### config.mk
export PLATFORM = sky130hd
export DESIGN_NAME = afs_fault_status
export DESIGN_NICKNAME = d
export VERILOG_FILES = /design/src/afs_pkg.sv /design/src/afs_fault_status.sv
export SDC_FILE = /design/constraint.sdc
export NUM_CORES = 1
export LEC_CHECK = 0
export BUFFER_PORTS_ARGS = -buffer_cell sky130_fd_sc_hd__buf_2
export CORE_MARGIN = 8
export CORE_UTILIZATION = 55
export DETAILED_ROUTE_END_ITERATION = 16
export HOLD_SLACK_MARGIN = 0.05
export MAX_ROUTING_LAYER = met4
export PLACE_DENSITY = 0.81
export SETUP_SLACK_MARGIN = 0.1
export SYNTH_ARGS = -nofsm -noshare
export SYNTH_HDL_FRONTEND = slang
export SYNTH_SLANG_ARGS = --single-unit
### constraint.sdc
create_clock -name clk -period 6.8 [get_ports clk]
set_input_delay 1.02 -clock clk [delete_from_list [all_inputs] [get_ports clk]]
set_output_delay 1.02 -clock clk [all_outputs]
set_load 0.02 [all_outputs]
### src/afs_pkg.sv
// Constants and types shared by the analog input fault and status block
package afs_pkg;

  // Bus geometry
  localparam int AFS_ADDR_W = 8;
  localparam int AFS_DATA_W = 32;

  // Channel and word geometry
  localparam int AFS_NUM_CH = 8;
  localparam int AFS_WORD_W = 16;
  localparam int AFS_STS_W = 32;
  localparam int AFS_UNDER_TOP = 31;
  localparam int AFS_OVER_TOP = 30;

  // Module fault word bit positions
  localparam int AFS_MF_GROUP_BIT = 15;
  localparam int AFS_MF_CAL_RUN_BIT = 10;
  localparam int AFS_MF_CAL_ERR_BIT = 9;
  localparam logic [15:0] AFS_MF_UNUSED = 16'h78ff;

  // Wiring configuration codes
  localparam logic [1:0] AFS_WIRE_SE = 2'h0;
  localparam logic [1:0] AFS_WIRE_DIFF = 2'h1;
  localparam logic [1:0] AFS_WIRE_HSDIFF = 2'h2;

  // Channel fault patterns forced during calibration and link loss
  localparam logic [15:0] AFS_CAL_SE = 16'h00ff;
  localparam logic [15:0] AFS_CAL_DIFF = 16'h000f;
  localparam logic [15:0] AFS_CAL_HSDIFF = 16'h0003;
  localparam logic [15:0] AFS_ALL_ONES = 16'hffff;
  localparam logic [15:0] AFS_WORD_ZERO = 16'h0000;

  // Register byte offsets
  localparam logic [7:0] AFS_OFS_MOD_FAULT = 8'h00;
  localparam logic [7:0] AFS_OFS_CHAN_FAULT = 8'h04;
  localparam logic [7:0] AFS_OFS_RANGE_STS = 8'h08;
  localparam logic [7:0] AFS_OFS_CONFIG = 8'h0c;
  localparam logic [7:0] AFS_OFS_IRQ_STS = 8'h10;
  localparam logic [7:0] AFS_OFS_IRQ_CLR = 8'h14;
  localparam logic [7:0] AFS_OFS_IRQ_EN = 8'h18;

  // Interrupt event bits
  localparam int AFS_IRQ_W = 5;
  localparam int AFS_EV_GROUP = 0;
  localparam int AFS_EV_CAL_RUN = 1;
  localparam int AFS_EV_CAL_ERR = 2;
  localparam int AFS_EV_LINK = 3;
  localparam int AFS_EV_RANGE = 4;

  // Bus response phase
  typedef enum logic [0:0] {
    AFS_APB_IDLE = 1'b0,
    AFS_APB_RESP = 1'b1
  } afs_apb_e;

  // Channels in use for a wiring code; the calibration pattern equals it
  function automatic logic [15:0] afs_used_mask(input logic [1:0] wiring);
    case (wiring)
      AFS_WIRE_DIFF: afs_used_mask = AFS_CAL_DIFF;
      AFS_WIRE_HSDIFF: afs_used_mask = AFS_CAL_HSDIFF;
      default: afs_used_mask = AFS_CAL_SE;
    endcase
  endfunction : afs_used_mask

endpackage : afs_pkg

### src/afs_fault_status.sv
// Fault and status aggregation for an eight-channel analog input, APB slave
//
// Summary of operation
// - Summary flags in upper byte of module word
// - Group flag set when any channel fault set
// - Calibrating flag set while any channel calibrates
// - Calibration forces all used channel faults high
// - Calibration patterns 00ff, 000f, 0003 by wiring
// - Lost owner link shows ffff in channel word
// - Calibration error flag from any channel error
// - Calibration error flag sits at bit 9
// - Status word carries only range indications
// - Bad calibration still raises calibration error flag
// - One 32-bit status word for eight channels
// - Underrange of channel n at bit 31-2n
// - Overrange of channel n at bit 30-2n
// - Underrange when input at or below minimum
// - Overrange when input at or above maximum
// - Either range bit raises fault bit of a used channel
// - Channel faults from bit 0, 8/4/2 used
// - Group flag bit 15, calibrating flag bit 10
//
// Local design decisions: the register addresses and the APB register port.
`timescale 1ns/1ps

module afs_fault_status #(
  parameter int N_CH = afs_pkg::AFS_NUM_CH
) (
  input wire logic clk,
  input wire logic rst,
  input wire logic psel,
  input wire logic penable,
  input wire logic pwrite,
  input wire logic [afs_pkg::AFS_ADDR_W-1:0] paddr,
  input wire logic [afs_pkg::AFS_DATA_W-1:0] pwdata,
  output logic [afs_pkg::AFS_DATA_W-1:0] prdata,
  output logic pready,
  output logic pslverr,
  input wire logic [N_CH-1:0] chan_below_min,
  input wire logic [N_CH-1:0] chan_above_max,
  input wire logic [N_CH-1:0] chan_calibrating,
  input wire logic [N_CH-1:0] chan_cal_bad,
  input wire logic owner_link_lost,
  output logic irq
);
  import afs_pkg::*;

  typedef struct packed {
    afs_apb_e apb;
    logic pready;
    logic pslverr;
    logic [AFS_DATA_W-1:0] prdata;
    logic [N_CH-1:0] below_s1;
    logic [N_CH-1:0] below_s2;
    logic [N_CH-1:0] above_s1;
    logic [N_CH-1:0] above_s2;
    logic [N_CH-1:0] calact_s1;
    logic [N_CH-1:0] calact_s2;
    logic [N_CH-1:0] calbad_s1;
    logic [N_CH-1:0] calbad_s2;
    logic link_s1;
    logic link_s2;
    logic link_seen;
    logic [1:0] wiring;
    logic [AFS_WORD_W-1:0] mod_fault;
    logic [AFS_WORD_W-1:0] chan_fault;
    logic [AFS_STS_W-1:0] range_sts;
    logic [AFS_IRQ_W-1:0] irq_sts;
    logic [AFS_IRQ_W-1:0] irq_en;
    logic irq;
  } afs_state_s;

  afs_state_s q;
  afs_state_s d;

  // Read mux over the current register contents
  function automatic logic [AFS_DATA_W-1:0] afs_read(
    input afs_state_s s,
    input logic [AFS_ADDR_W-1:0] a
  );
    afs_read = '0;
    case (a)
      AFS_OFS_MOD_FAULT: afs_read = {AFS_WORD_ZERO, s.mod_fault};
      AFS_OFS_CHAN_FAULT: afs_read = {AFS_WORD_ZERO, s.chan_fault};
      AFS_OFS_RANGE_STS: afs_read = s.range_sts;
      AFS_OFS_CONFIG: afs_read[1:0] = s.wiring;
      AFS_OFS_IRQ_STS: afs_read[AFS_IRQ_W-1:0] = s.irq_sts;
      AFS_OFS_IRQ_EN: afs_read[AFS_IRQ_W-1:0] = s.irq_en;
      default: afs_read = '0;
    endcase
  endfunction : afs_read

  function automatic logic afs_mapped(input logic [AFS_ADDR_W-1:0] a);
    case (a)
      AFS_OFS_MOD_FAULT,
      AFS_OFS_CHAN_FAULT,
      AFS_OFS_RANGE_STS,
      AFS_OFS_CONFIG,
      AFS_OFS_IRQ_STS,
      AFS_OFS_IRQ_CLR,
      AFS_OFS_IRQ_EN: afs_mapped = 1'b1;
      default: afs_mapped = 1'b0;
    endcase
  endfunction : afs_mapped

  always_comb begin
    logic [AFS_WORD_W-1:0] raw_fault;
    logic [AFS_WORD_W-1:0] used;
    logic [AFS_IRQ_W-1:0] ev;
    logic [AFS_IRQ_W-1:0] clr;
    raw_fault = AFS_WORD_ZERO;
    used = afs_used_mask(q.wiring);
    ev = '0;
    clr = '0;
    d = q;

    // Two-stage synchronisers for the front-end and link levels
    d.below_s1 = chan_below_min;
    d.below_s2 = q.below_s1;
    d.above_s1 = chan_above_max;
    d.above_s2 = q.above_s1;
    d.calact_s1 = chan_calibrating;
    d.calact_s2 = q.calact_s1;
    d.calbad_s1 = chan_cal_bad;
    d.calbad_s2 = q.calbad_s1;
    d.link_s1 = owner_link_lost;
    d.link_s2 = q.link_s1;
    d.link_seen = q.link_s2;

    // Range status word, rebuilt every cycle, only range bits carried
    d.range_sts = '0;
    for (int n = 0; n < N_CH; n++) begin
      d.range_sts[AFS_UNDER_TOP - 2*n] = q.below_s2[n];
      d.range_sts[AFS_OVER_TOP - 2*n] = q.above_s2[n];
      raw_fault[n] = q.below_s2[n] | q.above_s2[n];
    end

    // Channel fault word: link loss beats calibration beats range faults
    if (q.link_s2) begin
      d.chan_fault = AFS_ALL_ONES;
    end else if (|q.calact_s2) begin
      d.chan_fault = used;
    end else begin
      d.chan_fault = raw_fault & used;
    end

    // Module fault word, low byte and spare bits stay clear
    d.mod_fault = AFS_WORD_ZERO;
    d.mod_fault[AFS_MF_GROUP_BIT] = |d.chan_fault;
    d.mod_fault[AFS_MF_CAL_RUN_BIT] = |q.calact_s2;
    d.mod_fault[AFS_MF_CAL_ERR_BIT] = |q.calbad_s2;

    // Events for the interrupt status: flag and link rises, range status on any change
    ev[AFS_EV_GROUP] = d.mod_fault[AFS_MF_GROUP_BIT] &
                       ~q.mod_fault[AFS_MF_GROUP_BIT];
    ev[AFS_EV_CAL_RUN] = d.mod_fault[AFS_MF_CAL_RUN_BIT] &
                         ~q.mod_fault[AFS_MF_CAL_RUN_BIT];
    ev[AFS_EV_CAL_ERR] = d.mod_fault[AFS_MF_CAL_ERR_BIT] &
                         ~q.mod_fault[AFS_MF_CAL_ERR_BIT];
    ev[AFS_EV_LINK] = q.link_s2 & ~q.link_seen;
    ev[AFS_EV_RANGE] = d.range_sts != q.range_sts;

    // APB slave: one wait state, write lands on the completing edge
    d.pready = 1'b0;
    d.pslverr = 1'b0;
    case (q.apb)
      AFS_APB_IDLE: begin
        if (psel && penable) begin
          d.pready = 1'b1;
          d.pslverr = ~afs_mapped(paddr);
          d.prdata = pwrite ? '0 : afs_read(q, paddr);
          d.apb = AFS_APB_RESP;
        end
      end
      AFS_APB_RESP: begin
        if (psel && penable && pwrite && !q.pslverr) begin
          case (paddr)
            AFS_OFS_CONFIG: d.wiring = pwdata[1:0];
            AFS_OFS_IRQ_CLR: clr = pwdata[AFS_IRQ_W-1:0];
            AFS_OFS_IRQ_EN: d.irq_en = pwdata[AFS_IRQ_W-1:0];
            default: clr = '0;
          endcase
        end
        d.apb = AFS_APB_IDLE;
      end
      default: d.apb = AFS_APB_IDLE;
    endcase

    // A new event in the clearing cycle keeps its bit set
    d.irq_sts = (q.irq_sts & ~clr) | ev;
    d.irq = |(d.irq_sts & d.irq_en);
  end

  always_ff @(posedge clk or posedge rst) begin
    if (rst) begin
      q <= '0;
    end else begin
      q <= d;
    end
  end

  assign prdata = q.prdata;
  assign pready = q.pready;
  assign pslverr = q.pslverr;
  assign irq = q.irq;
endmodule : afs_fault_status

# Word-level counts from Yosys, hierarchy flattened

Cells that the tools add are included.

Register bits: 150
Output and inout port bits: 35
Word-level logic and storage cells: 85

Eq/ne operators: 9
Muxes and demuxes: 19
Bitwise gates (word level): 23
Reductions and logical operators: 12

Operators with widths:

| operator           | number |
|---|---|
| $pmux 27 s3        | 1 |
| $mux 35            | 1 |
| $mux 34            | 1 |
| $mux 16            | 2 |
| $mux 32            | 1 |
| $mux 5             | 6 |
| $eq 8x5->1 const B | 3 |
| $and 8x16->16      | 1 |
| $eq 8x4->1 const B | 2 |
| $ne 16x16->1       | 1 |
| $pmux 8 s2         | 1 |
| $reduce_or 16->1   | 1 |
| $reduce_or 8->1    | 2 |
| $and 5x5->5        | 2 |
| $pmux 3 s3         | 1 |
| $eq 8x3->1 const B | 1 |
| $logic_not 8->1    | 1 |
| $or 1x1->1         | 8 |
| $pmux 2 s4         | 1 |
| $reduce_or 7->1    | 1 |
| $not 1->1          | 6 |
| $not 5->5          | 1 |
| $or 5x5->5         | 1 |
| $reduce_or 5->1    | 1 |
| 9 further kinds    | 16 |

# Depth between registers and ports, before layout

Gate-level depths: netlist of the first run.

Depth in word-level cells: 10
Mapped depth: 6
Gate-level depth less buffers: 6

# Worst setup path after synthesis of the first run

OpenSTA, ideal clock, no wires.

Path kind: input to register
Start point: input paddr[5] (netlist name)
End point: register q, in the netlist irq
Arrival: 2.712 ns
Required time: 6.666 ns
Setup slack: 3.954 ns
Cell stages on the path: 6
Buffers on the path: 1
Cells stage by stage: or4b_4 -> or4_4 -> buf_6 -> mux2_4 -> a22oi_2 -> nand4_1

RTL lines:

| element                | line                    | text |
|---|---|---|
| start: declaration     | afs_fault_status.sv:34  | `input wire logic [afs_pkg::AFS_ADDR_W-1:0] paddr,` |
| end signal: assignment | afs_fault_status.sv:196 | `q <= '0;` |
| end signal: assignment | afs_fault_status.sv:198 | `q <= d;` |
| end: declaration       | afs_fault_status.sv:73  | `afs_state_s q;` |

==> results of run 1 <==
## critical path, cell delays in order
cell and delay [ns]:
buf_2 0.25, or4b_1 0.50, or4_4 0.48, mux2_4 0.34, a22oi_2 0.16, nand4_1 0.10
## state kept, by name (all words and copies together), names as in the netlist
signal   cells
prdata      28
d           50
pslverr      1
irq          1
q           57
## Yosys cell counts (2+ instances only)
master    instances
o31ai_1           3
a221oi_1          2
a21oi_1           3
mux2_2            5
buf_4            32
nand3_1           6
xor2_1           16
inv_1            12
a22o_1           16
clkbuf_1          6
nor3_1            4
a21boi_0          3
mux2_4            2
dfrtp_1         137
nor4_1            7
mux2i_1           5
or4b_1            2
nand3b_1          3
nand2_1          25
nor2_1           13
or4_1             6
or2_2             5
o21ai_0          13
nor4_2            2
nand4_1           3
nand2b_1          2
## through the flow
| step | setup WS (ns) | hold WS (ns) | area, sq um | cells |
|---|---|---|---|---|
| floorplan | 2.11 | 0.331 | 4860 | 350 |
| global placement | 3.84 | 0.332 | 5170 | 506 |
| detailed placement | 3.83 | 0.335 | 5170 | 506 |
| CTS | 4.36 | 0.348 | 5700 | 538 |
| global route | 4.28 | 0.355 | 5700 | 538 |
| finish | 4.32 | 0.346 | 5700 | 538 |
## cells in the final DEF, fill, tap and decap left out, types with 6 or more instances in the layout
cell type	count
clkinv_2	6
nor2_1	13
buf_2	85
nand3_1	6
dfrtp_1	137
a22o_1	16
nor4_1	7
nand2_1	25
or4_1	6
inv_1	11
clkbuf_16	16
o21ai_0	13
xor2_1	16
## per-layer routing
layer  up-vias  share of wire [%]  global-route usage, %  routed length, um
met5         -                  0                      -                  0
met4         0                2.6                   9.16                239
met3        23                6.7                   5.35                627
met2       101                 49                   25.6               4580
met1      1414                 42                   19.8               3880
li1       1323                  -                      -                  -
## logic make-up (layout without fill, tap and decap cells)
group,Yosys count,in the layout,share of synthesized area [%]
buffers and inverters,51,131,6.56
adders and majority gates,1,1,0.257
xor gates and xnor gates,16,16,2.88
and+or+nand+nor,83,83,9.52
muxes,12,12,2.80
DFF,137,137,70.5
AOI/OAI and AO/OA,50,50,7.46
## area by class of cell
type / instances / area, sq um / area share, %
inverters: 12 / 47.5 / 0.834
clock inverters: 14 / 96.3 / 1.69
repair buffers: 87 / 440 / 7.73
clock buffers: 18 / 428 / 7.51
well taps: 108 / 135 / 2.37
flip-flops and latches: 137 / 3430 / 60.2
multi-input cells: 162 / 1120 / 19.7
## power groups by stage
stage                     Clock, W  Combinational (W)  Sequential (W)
final                     0.000790          0.0000595        0.000857
after global routing      0.000844          0.0000671        0.000859
after CTS                 0.000807          0.0000610        0.000857
after detailed placement         0          0.0000599        0.000871
after global placement           0          0.0000578        0.000870
after floorplan                  0          0.0000327        0.000867
## worst min path at each step
stage	startpoint	end	slack (ns)	cells after the start
after floorplan	d[119]	d[27]	0.33	0
after global placement	d[134]	d[30]	0.33	0
after detailed placement	d[118]	d[29]	0.33	0
after CTS	d[134]	d[30]	0.35	0
after global routing	d[102]	q[102]	0.36	0
final	d[101]	q[101]	0.35	0
==> out/qor.txt, run 1 <==
Core area -> 8640 sq um
Antenna cells -> 0
Power, Total -> 0.00171 W
Cell leakage power -> 2.73 nW
P&R area growth vs syn -> 17.2%
Sw Pwr -> 0.000387 W
Share of cells above drive strength 1 -> 32.1%
Final setup vio count -> 0
Root buffer cell -> clkbuf_8
Nature of the critical path endpoint -> flip-flop
Initial Utilization -> 56.3%
Yosys reg bits -> 137
Switch share -> 22.7%
IO Count -> 113
Final Max Slew Viols -> 0
Achievable Freq -> 0.404 GHz
Avg Vias per Cell -> 5.32
Layout fillers -> 616
Sequential share of power -> 50.2%
Clock buffer depth -> 2
Worst setup path endpoint -> irq
Period utilization -> 36.4%
Detailed Route Iter0 Violations -> 163
# resized after CTS -> 0
Die area -> 12100 sq um
Net Count, Synth -> 429
Synth top area share -> 70.5%
Seq/Total Area, Yosys -> 70.5%
Postcts setup bufs -> 0
Minimum period implied by the final worst setup slack -> 2.48 ns
CTS Sinks -> 137
DRC viols -> 0
Critical Path Fanout Max -> 11
R2r setup slk -> 4.55 ns
RSZ-0062 raised after global routing -> no
CP required -> 7.18 ns
Ys async rst share -> 100%
# hold bufs at CTS -> 0
Worst-path clk slew -> 0.06 ns
Logic pwr share -> 3.5%
Grt ovf -> 0
Run status -> finished, final reports clean
PortBufs -> 85
Setup Crit Path Kind -> input pin to flip-flop
Max VDD drop -> 0.169 mV
Post-Syn Instances -> 350
CTS tree -> built
Vias in the first global route -> 3079
Die span in x -> 110 um
TritonCTS buffer count -> 17
Clock Power Share -> 46.3%
Endpoints failing hold -> 0
Pwr/cell area -> 300 nW/um^2
NumNets Final -> 496
Yosys cell types -> 43
Reg2reg path depth -> 5
Post-synth top area cell -> dfrtp_1
Synth area leaders -> dfrtp_1 (71%), buf_4 (4.9%), a22o_1 (2.9%)
Synth warnings -> 0
Vias -> 2861
Row count -> 34
Final WL -> 9.32 mm
Synth Flop Type -> dfrtp_1
Worst clock skew -> 0.0121 ns
Worst Max-Slew Pin Slew -> 0.979 ns
H-tree Lvls -> 4
Initial antenna violation count -> 0
Reg2reg start -> q[178]
Largest net degree at the start of global routing -> 77
Max-slew headroom -> 34.2%
Antenna viol nets, final -> 0
Critical R2R Capture -> prdata[21]
Final estimated routing congestion in global placement -> 0.851
Syn avg cell area -> 13.9 sq um
WP data arrival -> 2.85 ns
Beginning of the critical path -> paddr[3]
DRT Pass-1 Iters -> 4
Max cap viols -> 0
Startpoint Class -> input pin
Worst skew pair latency -> 0.51 ns
Die span in y -> 110 um
First-pass GRT wire length -> 15.0 mm
Post-detail-place hpwl -> 6.44 mm
Post-synth EDFFs -> 0
Finished Core Util -> 66.0%
Hold crit path type -> flip-flop to flip-flop
Sum of negative setup slack -> 0 ns
Post-Synthesis Cell Area -> 4860 sq um
Int Pwr -> 0.00132 W
Total GRT Usage -> 16.9%
Wire per inst -> 17.3 um
(Power assumes the default switching activity.)
==> run 2, diff against run 1 <==
--- a/config.mk
+++ b/config.mk
@@ -7,11 +7,11 @@
 export LEC_CHECK = 0
 export BUFFER_PORTS_ARGS = -buffer_cell sky130_fd_sc_hd__buf_2
 export CORE_MARGIN = 8
-export CORE_UTILIZATION = 55
+export CORE_UTILIZATION = 53
 export DETAILED_ROUTE_END_ITERATION = 16
 export HOLD_SLACK_MARGIN = 0.05
 export MAX_ROUTING_LAYER = met4
-export PLACE_DENSITY = 0.81
+export PLACE_DENSITY = 0.79
 export SETUP_SLACK_MARGIN = 0.1
 export SYNTH_ARGS = -nofsm -noshare
 export SYNTH_HDL_FRONTEND = slang
==> constraint.sdc (replaced) <==
create_clock -name clk -period 2.5 [get_ports clk]
set_input_delay 0.375 -clock clk [delete_from_list [all_inputs] [get_ports clk]]
set_output_delay 0.375 -clock clk [all_outputs]
set_load 0.02 [all_outputs]
==> run 2 against run 1 <==
Net effect:
- global-route usage is 0.74 points higher
- setup slack worse by 4.0 ns
- combinational power grew to 3.6 times the previous value
- die area is 3.2% higher
- utilization is 2.5 points higher
==> out/qor.txt, run 2 (synthesis gave the netlist of run 1 again) <==
Run status -> finished, final reports clean
Switch share -> 20.7%
Antenna cells -> 0
Vias in the first global route -> 3388
CP required -> 2.88 ns
WP data arrival -> 2.60 ns
P&R area growth vs syn -> 27.6%
Critical Path Fanout Max -> 4
Setup Crit Path Kind -> flip-flop to flip-flop
Final WL -> 10.0 mm
Vias -> 2986
NumNets Final -> 536
Final Max Slew Viols -> 0
Clock Power Share -> 51.0%
Max-slew headroom -> 64.4%
DRT Pass-1 Iters -> 4
Max cap viols -> 0
Wire per inst -> 17.2 um
Worst-path clk slew -> 0.06 ns
Sequential share of power -> 44.8%
DRC viols -> 0
Total GRT Usage -> 17.7%
Row count -> 35
Die span in y -> 112 um
Beginning of the critical path -> q[97]
Pwr/cell area -> 838 nW/um^2
Post-detail-place hpwl -> 6.58 mm
Most frequent cells in the layout -> dfrtp_1 (137), buf_2 (85), dlygate4sd3_1 (34), nand2_1 (25)
Max VDD drop -> 0.673 mV
Worst clock skew -> 0.0131 ns
Worst Max-Slew Pin Slew -> 0.531 ns
Period utilization -> 88.9%
Worst skew pair latency -> 0.51 ns
Logic pwr share -> 4.1%
Clock buffer depth -> 2
Initial antenna violation count -> 0
Final setup vio count -> 0
First-pass GRT wire length -> 16.8 mm
Minimum period implied by the final worst setup slack -> 2.22 ns
Core area -> 9060 sq um
PortBufs -> 85
Most common cell after layout, fill and taps aside -> dfrtp_1
Nature of the critical path endpoint -> flip-flop
CTS tree -> built
Hold crit path type -> input pin to flip-flop
Grt ovf -> 0
Post-route setup slack -> 0.278 ns
Root buffer cell -> clkbuf_8
# resized after CTS -> 0
RSZ-0062 raised after global routing -> no
Reg2reg start -> q[97]
Largest register by flop count -> q
H-tree Lvls -> 4
Achievable Freq -> 0.450 GHz
Initial Utilization -> 53.6%
Die area -> 12500 sq um
TritonCTS buffer count -> 17
IO Count -> 113
Sw Pwr -> 0.00108 W
Hold_sp -> pwdata[2]
Dpl ws -> 0.165 ns
Largest net degree at the start of global routing -> 51
CTS Sinks -> 137
Die span in x -> 112 um
Cell leakage power -> 2.95 nW
Avg Vias per Cell -> 5.14
Endpoints failing hold -> 0
Largest register FFs -> 57
Startpoint Class -> flip-flop
Int Pwr -> 0.00412 W
Share of cells above drive strength 1 -> 30.4%
Detailed Route Iter0 Violations -> 133
Final estimated routing congestion in global placement -> 0.847
Sum of negative setup slack -> 0 ns
Antenna viol nets, final -> 0
run 2: changes by cell type in the layout (fill, tap and decap cells not counted), moves of 3 or more:
cell | before | now
dlygate4sd3_1 | 0 | 34
buf_4 | 2 | 7
bufinv_16 | 0 | 5
clkinv_2 | 6 | 3
run 2: worst paths after layout:
| path | to | cells past startpoint | slack, ns |
|---|---|---|---|
| worst min-delay path | q[3] | 2 | 0.12 |
| worst max register to register | irq | 5 | 0.28 |
| worst min register to register | d[29] | 0 | 0.35 |
| worst max-delay path | irq | 5 | 0.28 |
| max in group asynchronous | prdata[23] | 4 | 1.30 |
| min in group asynchronous | d[42] | 3 | 0.43 |
run 2: power groups by stage:
stage | logic [W] | registers, W | clock network [W]
after floorplan | 0.0000893 | 0.00236 | 0
after global placement | 0.000166 | 0.00236 | 0
after detailed placement | 0.000173 | 0.00237 | 0
after CTS | 0.000215 | 0.00233 | 0.00270
after global routing | 0.000237 | 0.00234 | 0.00280
final | 0.000213 | 0.00233 | 0.00265
run 2: stage by stage:
step           power [W]  area [sq um]  hold WS [ns]  std cells  util [%]
5_1_grt          0.00537          6210         0.118        581      68.5
2_1_floorplan    0.00245          4870         0.331        350         -
6_report         0.00520          6210         0.125        581      68.5
4_1_cts          0.00524          6210         0.109        581      68.5
3_3_place_gp     0.00253          5230         0.334        515      57.7
3_5_place_dp     0.00254          5230         0.335        515      57.7
run 2: cell type report:
| cell class | count | area [sq um] |
|---|---|---|
| Timing Repair Buffer | 127 | 838 |
| Clock inverter | 14 | 219 |
| Tap cell | 111 | 139 |
| Inverter | 12 | 48.8 |
| Multi-Input combinational cell | 162 | 1110 |
| Clock buffer | 18 | 418 |
| Fill cell | 608 | 2860 |
| Sequential cell | 137 | 3430 |
run 2: per-layer routing:
layer	share of wire, %	vias up	global-route usage, %
li1	-	1401	-
met1	41	1470	19.6
met2	51	99	29.0
met3	6.0	16	6.28
met4	1.4	0	6.20
met5	0	-	-
run 2: worst max-delay path: stages, from the launching register on:
cell	delay, ns
dfrtp_1	0.36
or4_1	0.62
o32ai_1	0.50
a41oi_1	0.23
o21ai_0	0.27
nand4_1	0.11
run 2: repair_timing:
item,4_1_cts,5_1_grt
endpoints found under the hold margin,51,0
hold buffers,34,0
endpoints found under the setup margin,0,0
setup buffers,0,0
==> run 3, diff against run 2 <==
--- a/config.mk
+++ b/config.mk
@@ -6,12 +6,14 @@
 export NUM_CORES = 1
 export LEC_CHECK = 0
 export BUFFER_PORTS_ARGS = -buffer_cell sky130_fd_sc_hd__buf_2
+export CELL_PAD_IN_SITES_DETAIL_PLACEMENT = 1
+export CELL_PAD_IN_SITES_GLOBAL_PLACEMENT = 1
 export CORE_MARGIN = 8
-export CORE_UTILIZATION = 53
+export CORE_UTILIZATION = 43
 export DETAILED_ROUTE_END_ITERATION = 16
 export HOLD_SLACK_MARGIN = 0.05
 export MAX_ROUTING_LAYER = met4
-export PLACE_DENSITY = 0.79
+export PLACE_DENSITY_LB_ADDON = 0.1
 export SETUP_SLACK_MARGIN = 0.1
 export SYNTH_ARGS = -nofsm -noshare
 export SYNTH_HDL_FRONTEND = slang
==> run 3 against run 2 <==
Net effect:
- clock power shrank 9.8%
- die area grew 20%
- utilization shrank 15 points
- via count shrank 3.9%
- clock-buffer cell count shrank 1
- critical path depth is the same
- setup slack gained 0.0053 ns
- first-iteration DRC count grew 59%
- sequential cell count is the same
==> out/qor.txt, run 3 (synthesis gave the netlist of run 1 again) <==
Initial Utilization -> 43.3%
Largest register by flop count -> q
Layout fillers -> 1147
Worst skew pair latency -> 0.41 ns
DRC viols -> 0
Most frequent cells in the layout -> dfrtp_1 (137), buf_2 (85), nand2_1 (25), dlygate4sd3_1 (19), clkbuf_16 (17)
First-pass GRT wire length -> 16.8 mm
Sw Pwr -> 0.00120 W
Final WL -> 10.2 mm
Avg Vias per Cell -> 4.82
DRT Pass-1 Iters -> 4
WP data arrival -> 2.49 ns
Nature of the critical path endpoint -> flip-flop
Minimum period implied by the final worst setup slack -> 2.22 ns
H-tree Lvls -> 4
Share of cells above drive strength 1 -> 31.4%
Placed Area -> 5250 sq um
Run status -> finished, final reports clean
Max VDD drop -> 0.432 mV
CTS Sinks -> 137
Startpoint Class -> flip-flop
Most common cell after layout, fill and taps aside -> dfrtp_1
IO Count -> 113
Sum of negative setup slack -> 0 ns
Hold crit path type -> input pin to flip-flop
Sequential share of power -> 47.5%
CP required -> 2.78 ns
Die span in y -> 122 um
CTS tree -> built
Max-slew headroom -> 53.2%
Antenna cells -> 0
NumNets Final -> 518
Vias -> 2869
Int Pwr -> 0.00371 W
Achievable Freq -> 0.451 GHz
Layout Cell Area excl Fill -> 6020 sq um
Clock buffer depth -> 2
Endpoints failing hold -> 0
Vias in the first global route -> 3231
Detailed Route Iter0 Violations -> 212
Worst-path clk slew -> 0.06 ns
PortBufs -> 85
Final estimated routing congestion in global placement -> 0.791
Clock Power Share -> 48.6%
Grt ovf -> 0
Post-detail-place hpwl -> 7.05 mm
Pwr/cell area -> 815 nW/um^2
Die area -> 15000 sq um
Max cap viols -> 0
Worst Max-Slew Pin Slew -> 0.701 ns
RSZ-0062 raised after global routing -> no
Wire per inst -> 17.1 um
Core area -> 11200 sq um
Largest net degree at the start of global routing -> 138
Largest register FFs -> 57
TritonCTS buffer count -> 17
Row count -> 39
Final Max Slew Viols -> 0
Worst clock skew -> 0.00646 ns
Cell leakage power -> 2.85 nW
Root buffer cell -> clkbuf_16
Antenna viol nets, final -> 0
Final setup vio count -> 0
P&R area growth vs syn -> 23.8%
Initial antenna violation count -> 0
Total GRT Usage -> 15.3%
Switch share -> 24.5%
Die span in x -> 122 um
Period utilization -> 88.7%
Logic pwr share -> 3.9%
Setup Crit Path Kind -> flip-flop to flip-flop
Critical Path Fanout Max -> 4
[run 3: changes by cell type in the layout (fill, tap and decap cells not counted), sizes merged]
cell	change
clkinvlp	-1
clkbuf	-1
dlygate4sd3	-15
bufinv	-5
inv	+9
buf	-3
clkinv	-2
[run 3: layer usage]
layer / global-route usage, % / vias to the layer above / wire length [um]
li1: - / 1362 / -
met1: 18.4 / 1416 / 4550
met2: 23.7 / 79 / 4900
met3: 4.60 / 12 / 567
met4: 5.94 / 0 / 148
met5: - / - / 0
[run 3: final timing paths]
| path | startpoint | end | slack, ns | cells past startpoint |
|---|---|---|---|---|
| max | q[97] | irq | 0.28 | 5 |
| max reg2reg | q[97] | irq | 0.28 | 5 |
| min in group asynchronous | rst | q[68] | 0.17 | 3 |
| max in group asynchronous | rst | d[34] | 1.81 | 3 |
| min | owner_link_lost | d[78] | 0.07 | 1 |
| min reg2reg | d[81] | q[81] | 0.35 | 0 |
[run 3: cell type report]
cell class | instances | area, sq um | area share [%]
inverter | 12 | 48.8 | 0.811
sequential | 137 | 3430 | 57.0
tap | 143 | 179 | 2.97
clock inverter | 15 | 149 | 2.47
timing repair buffer | 109 | 666 | 11.1
clock buffer | 17 | 425 | 7.07
multi-input combinational | 162 | 1120 | 18.6
[run 3: through the flow]
step           total power, W  utilization (%)  setup WS (ns)  instances  hold slack, ns
6_report              0.00491             53.6          0.283        595          0.0732
5_1_grt               0.00510             53.6          0.195        595          0.0501
4_1_cts               0.00499             53.6          0.262        595          0.0521
3_5_place_dp          0.00254             46.7          0.157        544           0.336
3_3_place_gp          0.00254             46.7          0.167        544           0.332
2_1_floorplan         0.00245                -          0.299        350           0.331
[run 3: power groups by stage]
stage / Sequential, W / Combinational, W / Clock, W
floorplan: 0.00236 / 0.0000893 / 0
global placement: 0.00237 / 0.000166 / 0
detailed placement: 0.00237 / 0.000170 / 0
CTS: 0.00233 / 0.000193 / 0.00246
global route: 0.00234 / 0.000212 / 0.00255
finish: 0.00233 / 0.000189 / 0.00239
[run 3: what timing repair did]
item / 4_1_cts / 5_1_grt
setup endpoints to repair: 0 / 1
gates resized for setup: 0 / 1
endpoints found under the hold margin: 19 / 0
setup buffers: 0 / 0
hold buffers: 19 / 0
[run 3: worst max-delay path: stages (launching register included)]
cell and delay (ns):
dfrtp_1 0.35, or4_1 0.65, o41ai_1 0.53, a41oi_1 0.23
o21ai_0 0.22, nand4_1 0.10
